<file path="src/hw/ecl_pkg.sv">
// Package of constants and types for the encoder counter core
// What this block does
// Default range counts zero to max, overflow wraps
// Max depth 32-bit standard, 16-bit compact
// Underflow continues at max, sets underflow
// Host writes unlock word before limit writes
// Lower limit stays below upper; reject otherwise
// Decrement at lower limit wraps, sets underflow
// Increment at upper limit wraps, sets overflow
// Underflow clears below two thirds threshold
// Overflow clears above one third threshold
// Out-of-range preset taken, flags outside limits
// Limit change leaving count outside flags it
// Encoder: A leading B counts forward
// Inversion bit flips direction in all modes
// Pulse modes: B low forward, high reverse
// Track B level readable as status
// Differential pulse mode flags open track B
// Enabled gate edge loads reset value
// Polarity bit: zero falling, one rising
// External reset raises no status flag
// Evaluation mode selects one, two, four-fold
// Modes 0,2,4 encoder; 1,3,5 pulse
// Pins synchronised before edge detection
package ecl_pkg;
	localparam logic [7:0]  ECL_ADDR_CTRL    = 8'h00;
	localparam logic [7:0]  ECL_ADDR_CODE    = 8'h04;
	localparam logic [7:0]  ECL_ADDR_LOWER   = 8'h08;
	localparam logic [7:0]  ECL_ADDR_UPPER   = 8'h0C;
	localparam logic [7:0]  ECL_ADDR_RSTVAL  = 8'h10;
	localparam logic [7:0]  ECL_ADDR_PRESET  = 8'h14;
	localparam logic [7:0]  ECL_ADDR_STATUS  = 8'h18;
	localparam logic [7:0]  ECL_ADDR_COUNT   = 8'h1C;
	localparam logic [31:0] ECL_UNLOCK_WORD  = 32'h72657375;
	localparam logic [31:0] ECL_MAX_STD      = 32'hFFFFFFFF;
	localparam logic [31:0] ECL_MAX_COMPACT  = 32'h0000FFFF;
	localparam logic [31:0] ECL_RST_LOWER    = 32'h00000000;
	localparam logic [31:0] ECL_RST_UPPER    = 32'hFFFFFFFF;
	localparam logic [31:0] ECL_RST_RSTVAL   = 32'h00000000;
	localparam logic [31:0] ECL_RST_WORD     = 32'h00000000;
	localparam logic [10:0] ECL_RST_CTRL     = 11'h000;
	localparam logic [33:0] ECL_UNF_NUM      = 34'h2;
	localparam logic [33:0] ECL_THR_DEN      = 34'h3;
	localparam logic [2:0]  ECL_MODE_DIFF_PULSE = 3'h1;
	localparam logic [1:0]  ECL_EVAL_QUAD    = 2'h0;
	localparam logic [1:0]  ECL_EVAL_DOUBLE  = 2'h1;
	localparam logic [1:0]  ECL_EVAL_SINGLE  = 2'h2;
	localparam int          ECL_SYNC_STAGES  = 3;
	localparam int          ECL_NPINS        = 4;
	localparam int          ECL_PIN_A        = 0;
	localparam int          ECL_PIN_B        = 1;
	localparam int          ECL_PIN_GATE     = 2;
	localparam int          ECL_PIN_OPEN     = 3;

	typedef struct packed {
		logic [2:0] mode;
		logic [1:0] eval;
		logic       direction_invert;
		logic       ext_rst_en;
		logic       ext_rst_pol;
		logic       b_err_disable;
		logic       compact;
		logic       user_range;
	} ecl_ctrl_t;

	typedef struct packed {
		logic track_b_error;
		logic track_b_level;
		logic count_outside_limits;
		logic overflow;
		logic underflow;
	} ecl_status_t;
endpackage

</file>
<file path="src/hw/ecl_counter.sv">
// Encoder counter core with limits, direction, broken-wire and external reset
//
// Local design decisions: the placing of the registers and the APB register port.
`timescale 1ns/1ps
`default_nettype none
module ecl_counter
	import ecl_pkg::*;
(
	input  wire logic        pclk,
	input  wire logic        presetn,
	input  wire logic        psel,
	input  wire logic        penable,
	input  wire logic        pwrite,
	input  wire logic [7:0]  paddr,
	input  wire logic [31:0] pwdata,
	output logic [31:0]      prdata,
	output logic             pready,
	output logic             pslverr,
	input  wire logic        track_a,
	input  wire logic        track_b,
	input  wire logic        gate_latch,
	input  wire logic        track_b_open,
	output logic             track_b_error,
	output logic [31:0]      count_value
);

	function automatic logic is_encoder(input logic [2:0] m);
		return (m == 3'h0) || (m == 3'h2) || (m == 3'h4);
	endfunction

	function automatic logic is_mapped(input logic [7:0] a);
		return (a == ECL_ADDR_CTRL) || (a == ECL_ADDR_CODE) || (a == ECL_ADDR_LOWER) ||
		       (a == ECL_ADDR_UPPER) || (a == ECL_ADDR_RSTVAL) || (a == ECL_ADDR_PRESET) ||
		       (a == ECL_ADDR_STATUS) || (a == ECL_ADDR_COUNT);
	endfunction

	ecl_ctrl_t             ctrl_reg;
	logic [31:0]           code_reg;
	logic [31:0]           lower_reg;
	logic [31:0]           upper_reg;
	logic [31:0]           rstval_reg;
	logic [31:0]           count_reg;
	logic [31:0]           count_next;
	logic                  unf_reg;
	logic                  ovf_reg;
	logic                  oor_reg;
	logic                  berr_reg;
	logic [31:0]           prdata_reg;
	logic                  slverr_reg;
	logic [ECL_NPINS-1:0]  pin_s1;
	logic [ECL_NPINS-1:0]  pin_s2;
	logic [ECL_NPINS-1:0]  pin_s3;
	logic [ECL_NPINS-1:0]  pin_f;
	logic [ECL_NPINS-1:0]  pin_d;
	logic [ECL_NPINS-1:0]  pin_raw;
	ecl_status_t           status;

	logic        setup;
	logic        access_wr;
	logic        unlocked;
	logic        preset_wr;
	logic [31:0] max_depth;
	logic [31:0] lo_eff;
	logic [31:0] hi_eff;
	logic [31:0] span;
	logic [31:0] thr_unf;
	logic [31:0] thr_ovf;
	logic        a_edge;
	logic        a_rise;
	logic        b_edge;
	logic        gate_rise;
	logic        gate_fall;
	logic        cnt_evt;
	logic        fwd_raw;
	logic        fwd;
	logic        ext_rst;
	logic        step_ok;
	logic        ovf_set;
	logic        unf_set;
	logic        oor_now;

	// Pin synchronisers, change accepted when stages two and three agree
	assign pin_raw = {track_b_open, gate_latch, track_b, track_a};
	genvar gi;
	generate
		for (gi = 0; gi < ECL_NPINS; gi++) begin : g_sync
			always_ff @(posedge pclk or negedge presetn) begin
				if (!presetn) begin
					pin_s1[gi] <= 1'b0;
					pin_s2[gi] <= 1'b0;
					pin_s3[gi] <= 1'b0;
					pin_f[gi]  <= 1'b0;
					pin_d[gi]  <= 1'b0;
				end else begin
					pin_s1[gi] <= pin_raw[gi];
					pin_s2[gi] <= pin_s1[gi];
					pin_s3[gi] <= pin_s2[gi];
					if (pin_s2[gi] == pin_s3[gi]) begin
						pin_f[gi] <= pin_s3[gi];
					end
					pin_d[gi] <= pin_f[gi];
				end
			end
		end
	endgenerate

	assign a_edge    = pin_f[ECL_PIN_A] ^ pin_d[ECL_PIN_A];
	assign a_rise    = pin_f[ECL_PIN_A] & ~pin_d[ECL_PIN_A];
	assign b_edge    = pin_f[ECL_PIN_B] ^ pin_d[ECL_PIN_B];
	assign gate_rise = pin_f[ECL_PIN_GATE] & ~pin_d[ECL_PIN_GATE];
	assign gate_fall = ~pin_f[ECL_PIN_GATE] & pin_d[ECL_PIN_GATE];

	// Edge selection per mode and evaluation
	always_comb begin
		if (is_encoder(ctrl_reg.mode)) begin
			case (ctrl_reg.eval)
				ECL_EVAL_QUAD:   cnt_evt = a_edge | b_edge;
				ECL_EVAL_DOUBLE: cnt_evt = a_edge;
				ECL_EVAL_SINGLE: cnt_evt = a_rise;
				default:         cnt_evt = a_edge | b_edge;
			endcase
			// A edge against B level, or B edge against A level
			fwd_raw = a_edge ? (pin_f[ECL_PIN_A] != pin_f[ECL_PIN_B])
			                 : (pin_f[ECL_PIN_A] == pin_f[ECL_PIN_B]);
		end else begin
			// B carries direction, so only A edges count
			cnt_evt = (ctrl_reg.eval == ECL_EVAL_SINGLE) ? a_rise : a_edge;
			fwd_raw = ~pin_f[ECL_PIN_B];
		end
	end

	assign fwd = fwd_raw ^ ctrl_reg.direction_invert;

	// Effective range and hysteresis thresholds
	assign max_depth = ctrl_reg.compact ? ECL_MAX_COMPACT : ECL_MAX_STD;
	assign lo_eff    = ctrl_reg.user_range ? lower_reg : 32'h00000000;
	assign hi_eff    = ctrl_reg.user_range ? upper_reg : max_depth;
	assign span      = hi_eff - lo_eff;
	assign thr_unf   = lo_eff + 32'((34'(span) * ECL_UNF_NUM) / ECL_THR_DEN);
	assign thr_ovf   = lo_eff + 32'(34'(span) / ECL_THR_DEN);
	assign oor_now   = (count_reg < lo_eff) || (count_reg > hi_eff);

	// APB decode; zero wait states, read data captured in setup
	assign setup     = psel & ~penable;
	assign access_wr = psel & penable & pwrite;
	assign unlocked  = (code_reg == ECL_UNLOCK_WORD);
	assign preset_wr = access_wr && (paddr == ECL_ADDR_PRESET);
	assign pready    = 1'b1;
	assign prdata    = prdata_reg;
	assign pslverr   = psel & penable & slverr_reg;

	assign status = '{track_b_error: berr_reg, track_b_level: pin_f[ECL_PIN_B],
	                  count_outside_limits: oor_reg, overflow: ovf_reg, underflow: unf_reg};

	always_ff @(posedge pclk or negedge presetn) begin
		if (!presetn) begin
			prdata_reg <= 32'h00000000;
			slverr_reg <= 1'b0;
		end else if (setup) begin
			slverr_reg <= ~is_mapped(paddr);
			case (paddr)
				ECL_ADDR_CTRL:   prdata_reg <= {21'h000000, ctrl_reg};
				ECL_ADDR_CODE:   prdata_reg <= code_reg;
				ECL_ADDR_LOWER:  prdata_reg <= lower_reg;
				ECL_ADDR_UPPER:  prdata_reg <= upper_reg;
				ECL_ADDR_RSTVAL: prdata_reg <= rstval_reg;
				ECL_ADDR_STATUS: prdata_reg <= {27'h0000000, status};
				ECL_ADDR_COUNT:  prdata_reg <= count_reg;
				default:         prdata_reg <= 32'h00000000;
			endcase
		end
	end

	// Configuration registers
	always_ff @(posedge pclk or negedge presetn) begin
		if (!presetn) begin
			ctrl_reg   <= ECL_RST_CTRL;
			code_reg   <= ECL_RST_WORD;
			rstval_reg <= ECL_RST_RSTVAL;
		end else if (access_wr) begin
			case (paddr)
				ECL_ADDR_CTRL:   ctrl_reg   <= pwdata[10:0];
				ECL_ADDR_CODE:   code_reg   <= pwdata;
				ECL_ADDR_RSTVAL: rstval_reg <= pwdata;
				default:         code_reg   <= code_reg;
			endcase
		end
	end

	// Limits; a write breaking the ordering is dropped silently
	always_ff @(posedge pclk or negedge presetn) begin
		if (!presetn) begin
			lower_reg <= ECL_RST_LOWER;
			upper_reg <= ECL_RST_UPPER;
		end else if (access_wr && unlocked) begin
			if (paddr == ECL_ADDR_LOWER && pwdata < upper_reg) begin
				lower_reg <= pwdata;
			end
			if (paddr == ECL_ADDR_UPPER && pwdata > lower_reg) begin
				upper_reg <= pwdata;
			end
		end
	end

	// External reset edge and counting
	assign ext_rst = ctrl_reg.ext_rst_en &&
	                 (ctrl_reg.ext_rst_pol ? gate_rise : gate_fall); // see R17
	assign step_ok = cnt_evt && !preset_wr && !ext_rst;
	assign ovf_set = step_ok && fwd && (count_reg == hi_eff);
	assign unf_set = step_ok && !fwd && (count_reg == lo_eff);

	always_comb begin
		count_next = count_reg;
		if (preset_wr) begin
			count_next = pwdata & max_depth;
		end else if (ext_rst) begin
			count_next = rstval_reg & max_depth;
		end else if (ovf_set) begin
			count_next = lo_eff; // see R1
		end else if (unf_set) begin
			count_next = hi_eff; // see R3
		end else if (step_ok) begin
			count_next = (fwd ? count_reg + 32'h00000001 : count_reg - 32'h00000001) & max_depth;
		end
	end

	always_ff @(posedge pclk or negedge presetn) begin
		if (!presetn) begin
			count_reg <= 32'h00000000;
		end else begin
			count_reg <= count_next;
		end
	end

	// Flags set on wrap only, so an external reset leaves them alone; set beats clear
	always_ff @(posedge pclk or negedge presetn) begin
		if (!presetn) begin
			unf_reg <= 1'b0;
			ovf_reg <= 1'b0;
		end else begin
			if (unf_set) begin
				unf_reg <= 1'b1; // see R3 see R6
			end else if (count_reg < thr_unf) begin
				unf_reg <= 1'b0;
			end
			if (ovf_set) begin
				ovf_reg <= 1'b1; // see R1 see R7
			end else if (count_reg > thr_ovf) begin
				ovf_reg <= 1'b0;
			end
		end
	end

	always_ff @(posedge pclk or negedge presetn) begin
		if (!presetn) begin
			oor_reg  <= 1'b0;
			berr_reg <= 1'b0;
		end else begin
			oor_reg  <= oor_now; // see R10
			berr_reg <= (ctrl_reg.mode == ECL_MODE_DIFF_PULSE) && pin_f[ECL_PIN_OPEN] &&
			            !ctrl_reg.b_err_disable;
		end
	end

	assign track_b_error = berr_reg;
	assign count_value   = count_reg;

	AST_WRAP_UP: assert property (@(posedge pclk) disable iff (!presetn)
		ovf_set |=> (count_reg == $past(lo_eff)) && ovf_reg)
		else $error("increment at upper limit did not wrap with overflow");
	AST_WRAP_DN: assert property (@(posedge pclk) disable iff (!presetn)
		unf_set |=> (count_reg == $past(hi_eff)) && unf_reg)
		else $error("decrement at lower limit did not wrap with underflow");
	AST_DEFAULT_MAX: assert property (@(posedge pclk) disable iff (!presetn)
		(unf_set && !ctrl_reg.user_range && !ctrl_reg.compact) |=> count_reg == ECL_MAX_STD)
		else $error("default underflow did not continue at maximum depth");
	AST_UNF_CLEAR: assert property (@(posedge pclk) disable iff (!presetn)
		(unf_reg && !unf_set && count_reg < thr_unf) |=> !unf_reg)
		else $error("underflow flag not cleared below threshold");
	AST_OVF_CLEAR: assert property (@(posedge pclk) disable iff (!presetn)
		(ovf_reg && !ovf_set && count_reg > thr_ovf) |=> !ovf_reg)
		else $error("overflow flag not cleared above threshold");
	AST_ORDER: assert property (@(posedge pclk) disable iff (!presetn)
		lower_reg < upper_reg)
		else $error("lower limit not below upper limit");
	AST_PRESET: assert property (@(posedge pclk) disable iff (!presetn)
		(preset_wr && !ctrl_reg.compact) |=> (count_reg == $past(pwdata)) ##1 (oor_reg == $past(oor_now)))
		else $error("preset value not taken or range flag wrong");
	AST_EXT_RST: assert property (@(posedge pclk) disable iff (!presetn)
		(ext_rst && !preset_wr && !ctrl_reg.compact) |=> count_reg == $past(rstval_reg))
		else $error("external reset did not load reset value");
	AST_EXT_NOFLAG: assert property (@(posedge pclk) disable iff (!presetn)
		(ext_rst && !preset_wr) |=> !$rose(ovf_reg) && !$rose(unf_reg))
		else $error("external reset raised a status flag");
	AST_FWD_QUAD: assert property (@(posedge pclk) disable iff (!presetn)
		(step_ok && is_encoder(ctrl_reg.mode) && a_rise && !pin_f[ECL_PIN_B] &&
		 !ctrl_reg.direction_invert && !ovf_set) |=> count_reg == (($past(count_reg) + 32'h00000001) & $past(max_depth)))
		else $error("A leading B did not count forward");
	AST_PULSE_DIR: assert property (@(posedge pclk) disable iff (!presetn)
		(step_ok && !is_encoder(ctrl_reg.mode)) |-> fwd == (!pin_f[ECL_PIN_B] ^ ctrl_reg.direction_invert))
		else $error("pulse mode direction does not follow track B");
	AST_BERR: assert property (@(posedge pclk) disable iff (!presetn)
		ctrl_reg.b_err_disable |=> !track_b_error)
		else $error("broken-wire indication not disabled");
	AST_LOWER_KEEP: assert property (@(posedge pclk) disable iff (!presetn)
		(access_wr && paddr == ECL_ADDR_LOWER && pwdata >= upper_reg) |=> $stable(lower_reg))
		else $error("lower limit write breaking the order was taken");
	AST_UPPER_KEEP: assert property (@(posedge pclk) disable iff (!presetn)
		(access_wr && paddr == ECL_ADDR_UPPER && pwdata <= lower_reg) |=> $stable(upper_reg))
		else $error("upper limit write breaking the order was taken");
	AST_LOCKED: assert property (@(posedge pclk) disable iff (!presetn)
		(access_wr && !unlocked && paddr == ECL_ADDR_LOWER) |=> $stable(lower_reg))
		else $error("lower limit changed while locked");
	AST_OOR: assert property (@(posedge pclk) disable iff (!presetn)
		oor_now |=> oor_reg)
		else $error("count outside limits not flagged");

	COV_OVF: cover property (@(posedge pclk) disable iff (!presetn) ovf_set);
	COV_UNF: cover property (@(posedge pclk) disable iff (!presetn) unf_set);
	COV_EXT: cover property (@(posedge pclk) disable iff (!presetn) ext_rst ##1 cnt_evt);
	COV_OOR: cover property (@(posedge pclk) disable iff (!presetn) preset_wr ##2 oor_reg);

endmodule
`default_nettype wire

</file>
<file path="config.mk">
export PLATFORM = sky130hd
export DESIGN_NAME = ecl_counter
export DESIGN_NICKNAME = d
export VERILOG_FILES = /design/src/hw/ecl_pkg.sv /design/src/hw/ecl_counter.sv
export SDC_FILE = /design/constraint.sdc
export NUM_CORES = 1
export LEC_CHECK = 0
export BUFFER_PORTS_ARGS = -buffer_cell sky130_fd_sc_hd__buf_2
export CORE_MARGIN = 5
export CORE_UTILIZATION = 55
export DETAILED_ROUTE_END_ITERATION = 6
export HOLD_SLACK_MARGIN = 0.02
export PLACE_DENSITY = 0.73
export RECOVER_POWER = 25
export SYNTH_ARGS = -nofsm -noshare
export SYNTH_HDL_FRONTEND = slang
export SYNTH_SLANG_ARGS = --single-unit
export TNS_END_PERCENT = 20
</file>
<file path="constraint.sdc">
create_clock -name pclk -period 38.1 [get_ports pclk]
set_input_delay 7.62 -clock pclk [delete_from_list [all_inputs] [get_ports pclk]]
set_output_delay 7.62 -clock pclk [all_outputs]
set_load 0.01 [all_outputs]
</file>
# Yosys cells after proc, flatten, opt, wreduce, memory -nomap -nowiden
# Cells that the tools add are included.
word_totals:
  ff_bits: 227
  word_cells: 149
classes:
  n_addsub: 5
  div: 2
  magnitude_cmp: 6
  n_eq_ne: 21
  mux: 20
  bitwise_logic: 20
  reduce_logical: 37
op_table:
  columns: ["operator", "count"]
  rows:
  - ["32-bit two-way mux", 9]
  - ["32-bit one-hot mux with 7 select lines", 1]
  - ["32-bit AND", 3]
  - ["32-bit greater-than comparator", 3]
  - ["32-bit less-than comparator", 3]
  - ["32-bit adder", 2]
  - ["32-bit equality test", 2]
  - ["32-bit by 2-bit divider with 34-bit output, second input constant", 1]
  - ["33-bit by 2-bit divider with 34-bit output, second input constant", 1]
  - ["32-bit by 1-bit adder with 32-bit output, second input constant", 1]
  - ["32-bit by 31-bit equality test with 1-bit output, second input constant", 1]
  - ["8-bit by 5-bit equality test with 1-bit output, second input constant", 4]
  - ["32-bit by 1-bit subtractor with 32-bit output, second input constant", 1]
  - ["32-bit subtractor", 1]
  - ["8-bit by 4-bit equality test with 1-bit output, second input constant", 2]
  - ["1-bit logical AND", 13]
  - ["1-bit logical OR", 10]
  - ["2-bit AND reduction", 5]
  - ["1-bit two-way mux", 9]
  - ["8-bit by 3-bit equality test with 1-bit output, second input constant", 1]
  - ["8-bit zero test", 1]
  - ["1-bit AND", 7]
  - ["1-bit NOT", 6]
  - ["1-bit equality test", 5]
  - ["13 further kinds", 19]

# Longest topological paths before layout
logic_depth:
  word_depth: 12
  ltp_mapped: 94
  depth_no_buf: 80

# Worst setup path after synthesis
# Ideal clock, no wire load.
synth_timing:
  path_kind: "reg-to-reg"
  from: "register ctrl_reg[0] (netlist bit)"
  to: "register unf_reg"
  setup_ns: 0.118
  arrival_time_ns: 16.371
  required_time_ns: 37.982
  path_slack_ns: 21.611
  stages_incl_launch_ff: 91
  path_buffers: 12
  cell_sequence: "dfrtp_1 buf_2 clkbuf_1 clkbuf_1 clkbuf_1 clkbuf_1 buf_1 nand2_1 ha_1 clkbuf_1 a21oi_1 o21a_1 and4b_1 o21bai_1 a22oi_1 mux2_2 nor3_1 nor2_1 [55 not listed] o21bai_1 a21oi_2 inv_2 a2111o_1 a21oi_1 xor2_1 ha_1 a21oi_1 nor2b_1 o21ai_0 nand2b_1 a21oi_1 nor2b_1 o21ai_0 nand2b_1 a21oi_1 o31ai_1 a21o_1"
synth_via:
  elab_chain_len: 6
  word_cells_on_any_way: 10
synth_rtl:
  columns: ["item", "line", "source"]
  rows:
  - ["from (decl)", "ecl_counter.sv:37", "ecl_ctrl_t ctrl_reg;"]
  - ["from (signal assigned)", "ecl_counter.sv:182", "ECL_ADDR_CTRL: ctrl_reg <= pwdata[10:0];"]
  - ["32-bit two-way mux, on equally long branches", "ecl_counter.sv:137, ecl_counter.sv:136", null]
  - ["32-bit subtractor", "ecl_counter.sv:138", "assign span = hi_eff - lo_eff;"]
  - ["33-bit by 2-bit divider with 34-bit output", "ecl_counter.sv:139", "assign thr_unf = lo_eff + 32'((34'(span) * ECL_UNF_NUM) / ECL_THR_DEN);"]
  - ["32-bit adder", "ecl_counter.sv:139", null]
  - ["32-bit less-than comparator", "ecl_counter.sv:243", "end else if (count_reg < thr_unf) begin"]
  - ["2-bit nonzero test (no line)", null, null]
  - ["to (signal assigned)", "ecl_counter.sv:238", "unf_reg <= 1'b0;"]
  - ["to (signal assigned)", "ecl_counter.sv:242", "unf_reg <= 1'b1;"]
  - ["to (signal assigned)", "ecl_counter.sv:244", "unf_reg <= 1'b0;"]
  - ["to (decl)", "ecl_counter.sv:44", "logic unf_reg;"]
# Several ways; a longest one is shown, not always the timed one.
# A chain may end at the register's enable or synchronous reset.

# Worst setup path in the final report
# Ends and elaborated chain as after synthesis.

==> metrics.md <==
| Metric | Value |
|---|---|
| Status | `finished with violations` |
| Failing checks | `capacitance limit, slew limit` |
| Mapped Nets | `3569` |
| H-tree Lvls | `1` |
| Fmax | `0.0454 GHz` |
| Fill count | `4161` |
| DRC viols | `0` |
| Worst setup SP type | `register` |
| Main synth FF type | `dfrtp_1` |
| First-pass GRT wire length | `about 130000 um` |
| Worst Hold Class | `register to register` |
| CP max stage cell | `clkbuf_1` |
| Hpwl dp | `62300 um` |
| CTS tree | `done` |
| Rel. slew slack | `-193%` |
| Worst EP required | `38520 ps` |
| Grt met2 use | `approximately 47%` |
| Drt wl/cell | `21.0 um` |
| Reg-to-reg endpoint | `unf_reg` |
| # rows | `78` |
| Global routing usage on met3 | `2.70%` |
| Placed cells | `3806` |
| Commonest non-fill, non-tap cell in the layout | `nand2_1` |
| Crit path max fanout | `53` |
| CTS Hold Bufs | `0` |
| Seq cells post-synth | `227` |
| Clock Skews | `16.0 ps` |
| M1 GR Usage | `46.5%` |
| Part of the power in registers | `around a fifth` |
| Hold depth | `0` |
| Setup violators final | `0` |
| Async SR Flop Fraction | `100%` |
| Area grow syn2layout | `6.83%` |
| GPL Wtd Cong | `0.970` |
| Vias per Instance | `6.54` |
| Synth Area per Inst | `7.85 um^2` |
| Tmin final | `22040 ps` |
| VDD IR-drop max | `0.0412 mV` |
| Start point of the critical path | `ctrl_reg[0]` |
| YS warnings | `0` |
| Mapped Area | `25300 um^2` |
| Largest net degree at the start of global routing | `84` |
| Global route hottest layer | `met2` |
| R2R Path Start | `ctrl_reg[0]` |
| Synthesized netlist cell count | `3222` |
| Clock buffer count from CTS | `22` |
| CTS Buffer Depth | `3` |
| Register area share after synthesis | `22.6%` |
| Clk slew on worst S/H paths | `approximately 70 ps` |
| RSZ-0062 raised after global routing | `false` |
| DIE AREA | `50400 um^2` |
| Clk sinks | `227` |
| Setup slack, reg-to-reg | `around 16000 ps` |
| Most frequent CP cell | `a21oi_1` |
| Drt first pass iters | `7` |
| Total grt overflow | `0` |
| Vias in the first global route | `23500` |
| Number of synthesized flops with an enable pin | `0` |
| Leakage | `12.4 nW` |
| Antenna violations before repair | `3` |
| Power Internal | `0.907 mW` |
| Crit Path Category | `register to register` |
| Final-report hold violation count | `0` |
| Core area | `45500 um^2` |
| Slew @ Worst Pin | `about 4400 ps` |
| Die Y-Extent | `224 um` |
| R2R cell count | `80` |
| Worst path max stage delay | `1590 ps` |
| Distinct cells, synth | `110` |
| Gate power share | `66.1%` |
| Die X-Extent | `224 um` |
| Cell taking the most area after synthesis | `dfrtp_1` |
| Sw power | `0.817 mW` |
| Initial core utilization | `55.6%` |
| Synth top area share | `19.3%` |
| Via Count | `approximately 25000` |
| Ports | `116` |
| Pwr per Cell Area | `63.8 nW/um^2` |
| Setup Total Neg Slack | `0 ps` |
| Max_cap viols | `3` |
| Post-DRT Antenna Nets | `0` |
| Clock power share | `between 10% and 20%` |
| Buffers added on ports | `about 110` |
| Pins Over Slew Limit | `219` |
| Critical path capture point | `unf_reg` |
| Clk Latency, worst-skew pair | `520 ps` |
| Final wirelength | `roughly 80000 um` |
| Switching Share | `47.4%` |
| Crit path DAT | `22460 ps` |
| Commonest cells after routing, fill and taps aside | `367 x nand2_1, 310 x o21ai_0, 294 x ha_1` |
| Post-CTS Resized | `0` |
| Layout cells sized above 1 | `10.8%` |
| First-iteration detailed-routing DRC count | `2845` |
| Final Non-Filler Cells | `3849` |
| Crit end category | `register` |
| Tcrit/Tclk final | `between 50% and 60%` |
| Top cells by area, synth | `dfrtp_1 19%, ha_1 15%, o21ai_0 6.1%, a21oi_1 5.6%, nand2_1 5.4%` |
| Hold_ws | `353 ps` |
| GRT Overall Usage | `between 30% and 40%` |
| Clock root cell | `clkbuf_16` |
| Final nets | `3577` |
| Postcts setup bufs | `0` |
==> per-layer routing <==
| metal | vias to the layer above | part of all wire [%] |
|---|---|---|
| met5 | - | 0 |
| met4 | 0 | 2.7 |
| met3 | 141 | 8.0 |
| met2 | 1222 | 44 |
| met1 | 12000 | 46 |
| li1 | 11800 | - |
==> worst min path at each step <==
| stage | startpoint | end | slack [ps] |
|---|---|---|---|
| 3_5_place_dp | pin_s1[0] | pin_s2[0] | 340 |
| 5_1_grt | pin_s1[2] | pin_s2[2] | 370 |
| 2_1_floorplan | pin_s1[0] | pin_s2[0] | 330 |
| 6_report | pin_s1[1] | pin_s2[1] | 350 |
| 4_1_cts | pin_s1[2] | pin_s2[2] | 360 |
| 3_3_place_gp | pin_s1[3] | pin_s2[3] | 350 |
==> cells by family after synthesis <==
logic type | share of synthesized area [%]
AO/OA/AOI/OAI | 26.9
XOR/XNOR | 5.57
adder cells (fa/ha/maj) | 15.8
buffers and inverters | 5.32
flip-flops | 22.6
multiplexers | 5.08
other | 0.0148
AND/OR/NAND/NOR | 18.7
==> cell usage after synthesis, types with 58 or more instances <==
cell type  instances
inv_1            174
a21o_1            65
nor3_1            58
xnor2_1          107
ha_1             294
clkbuf_1         131
mux2_2            80
o21ai_0          310
nor2_1           231
a21oi_1          284
nand2_1          367
dfrtp_1          195
nand2b_1          70
==> metrics by stage <==
step | utilization, % | area (um^2) | total power, mW | setup WS (ps)
floorplan | - | 25300 | 1.18 | 21610
global placement | 57.7 | 26200 | 1.40 | 18730
detailed placement | 57.7 | 26200 | 1.45 | 17840
CTS | 59.5 | 27000 | 1.70 | 17770
global route | 59.4 | 27000 | 1.87 | 14330
finish | 59.4 | 27000 | 1.72 | 16060
==> critical path, delay by kind of cell, from the launching register on <==
kind	cells	cell delay (ps)
AOI/OAI and AO/OA	47	12430
and+or+nand+nor	17	3860
buffers and inverters	5	2210
adders and majority gates	4	1190
muxes	3	890
DFF	1	670
xor gates and xnor gates	4	580
==> power groups by stage <==
stage          logic (mW)  clock network [mW]  registers [mW]
2_1_floorplan       0.868                   0           0.311
3_3_place_gp         1.06                   0           0.336
3_5_place_dp         1.11                   0           0.337
4_1_cts              1.12               0.250           0.333
5_1_grt              1.27               0.260           0.338
6_report             1.14               0.248           0.337
==> area by class of cell <==
type	count	area, um^2	share of cell area [%]
Inverter	178	668	2.47
Clock inverter	12	196	0.727
Timing Repair Buffer	143	766	2.83
Tap cell	600	751	2.78
Sequential cell	227	5720	21.2
Antenna cell	3	7.51	0.0278
Clock buffer	28	624	2.31
Multi-Input combinational cell	2658	18300	67.7
(Power assumes the default switching activity.)
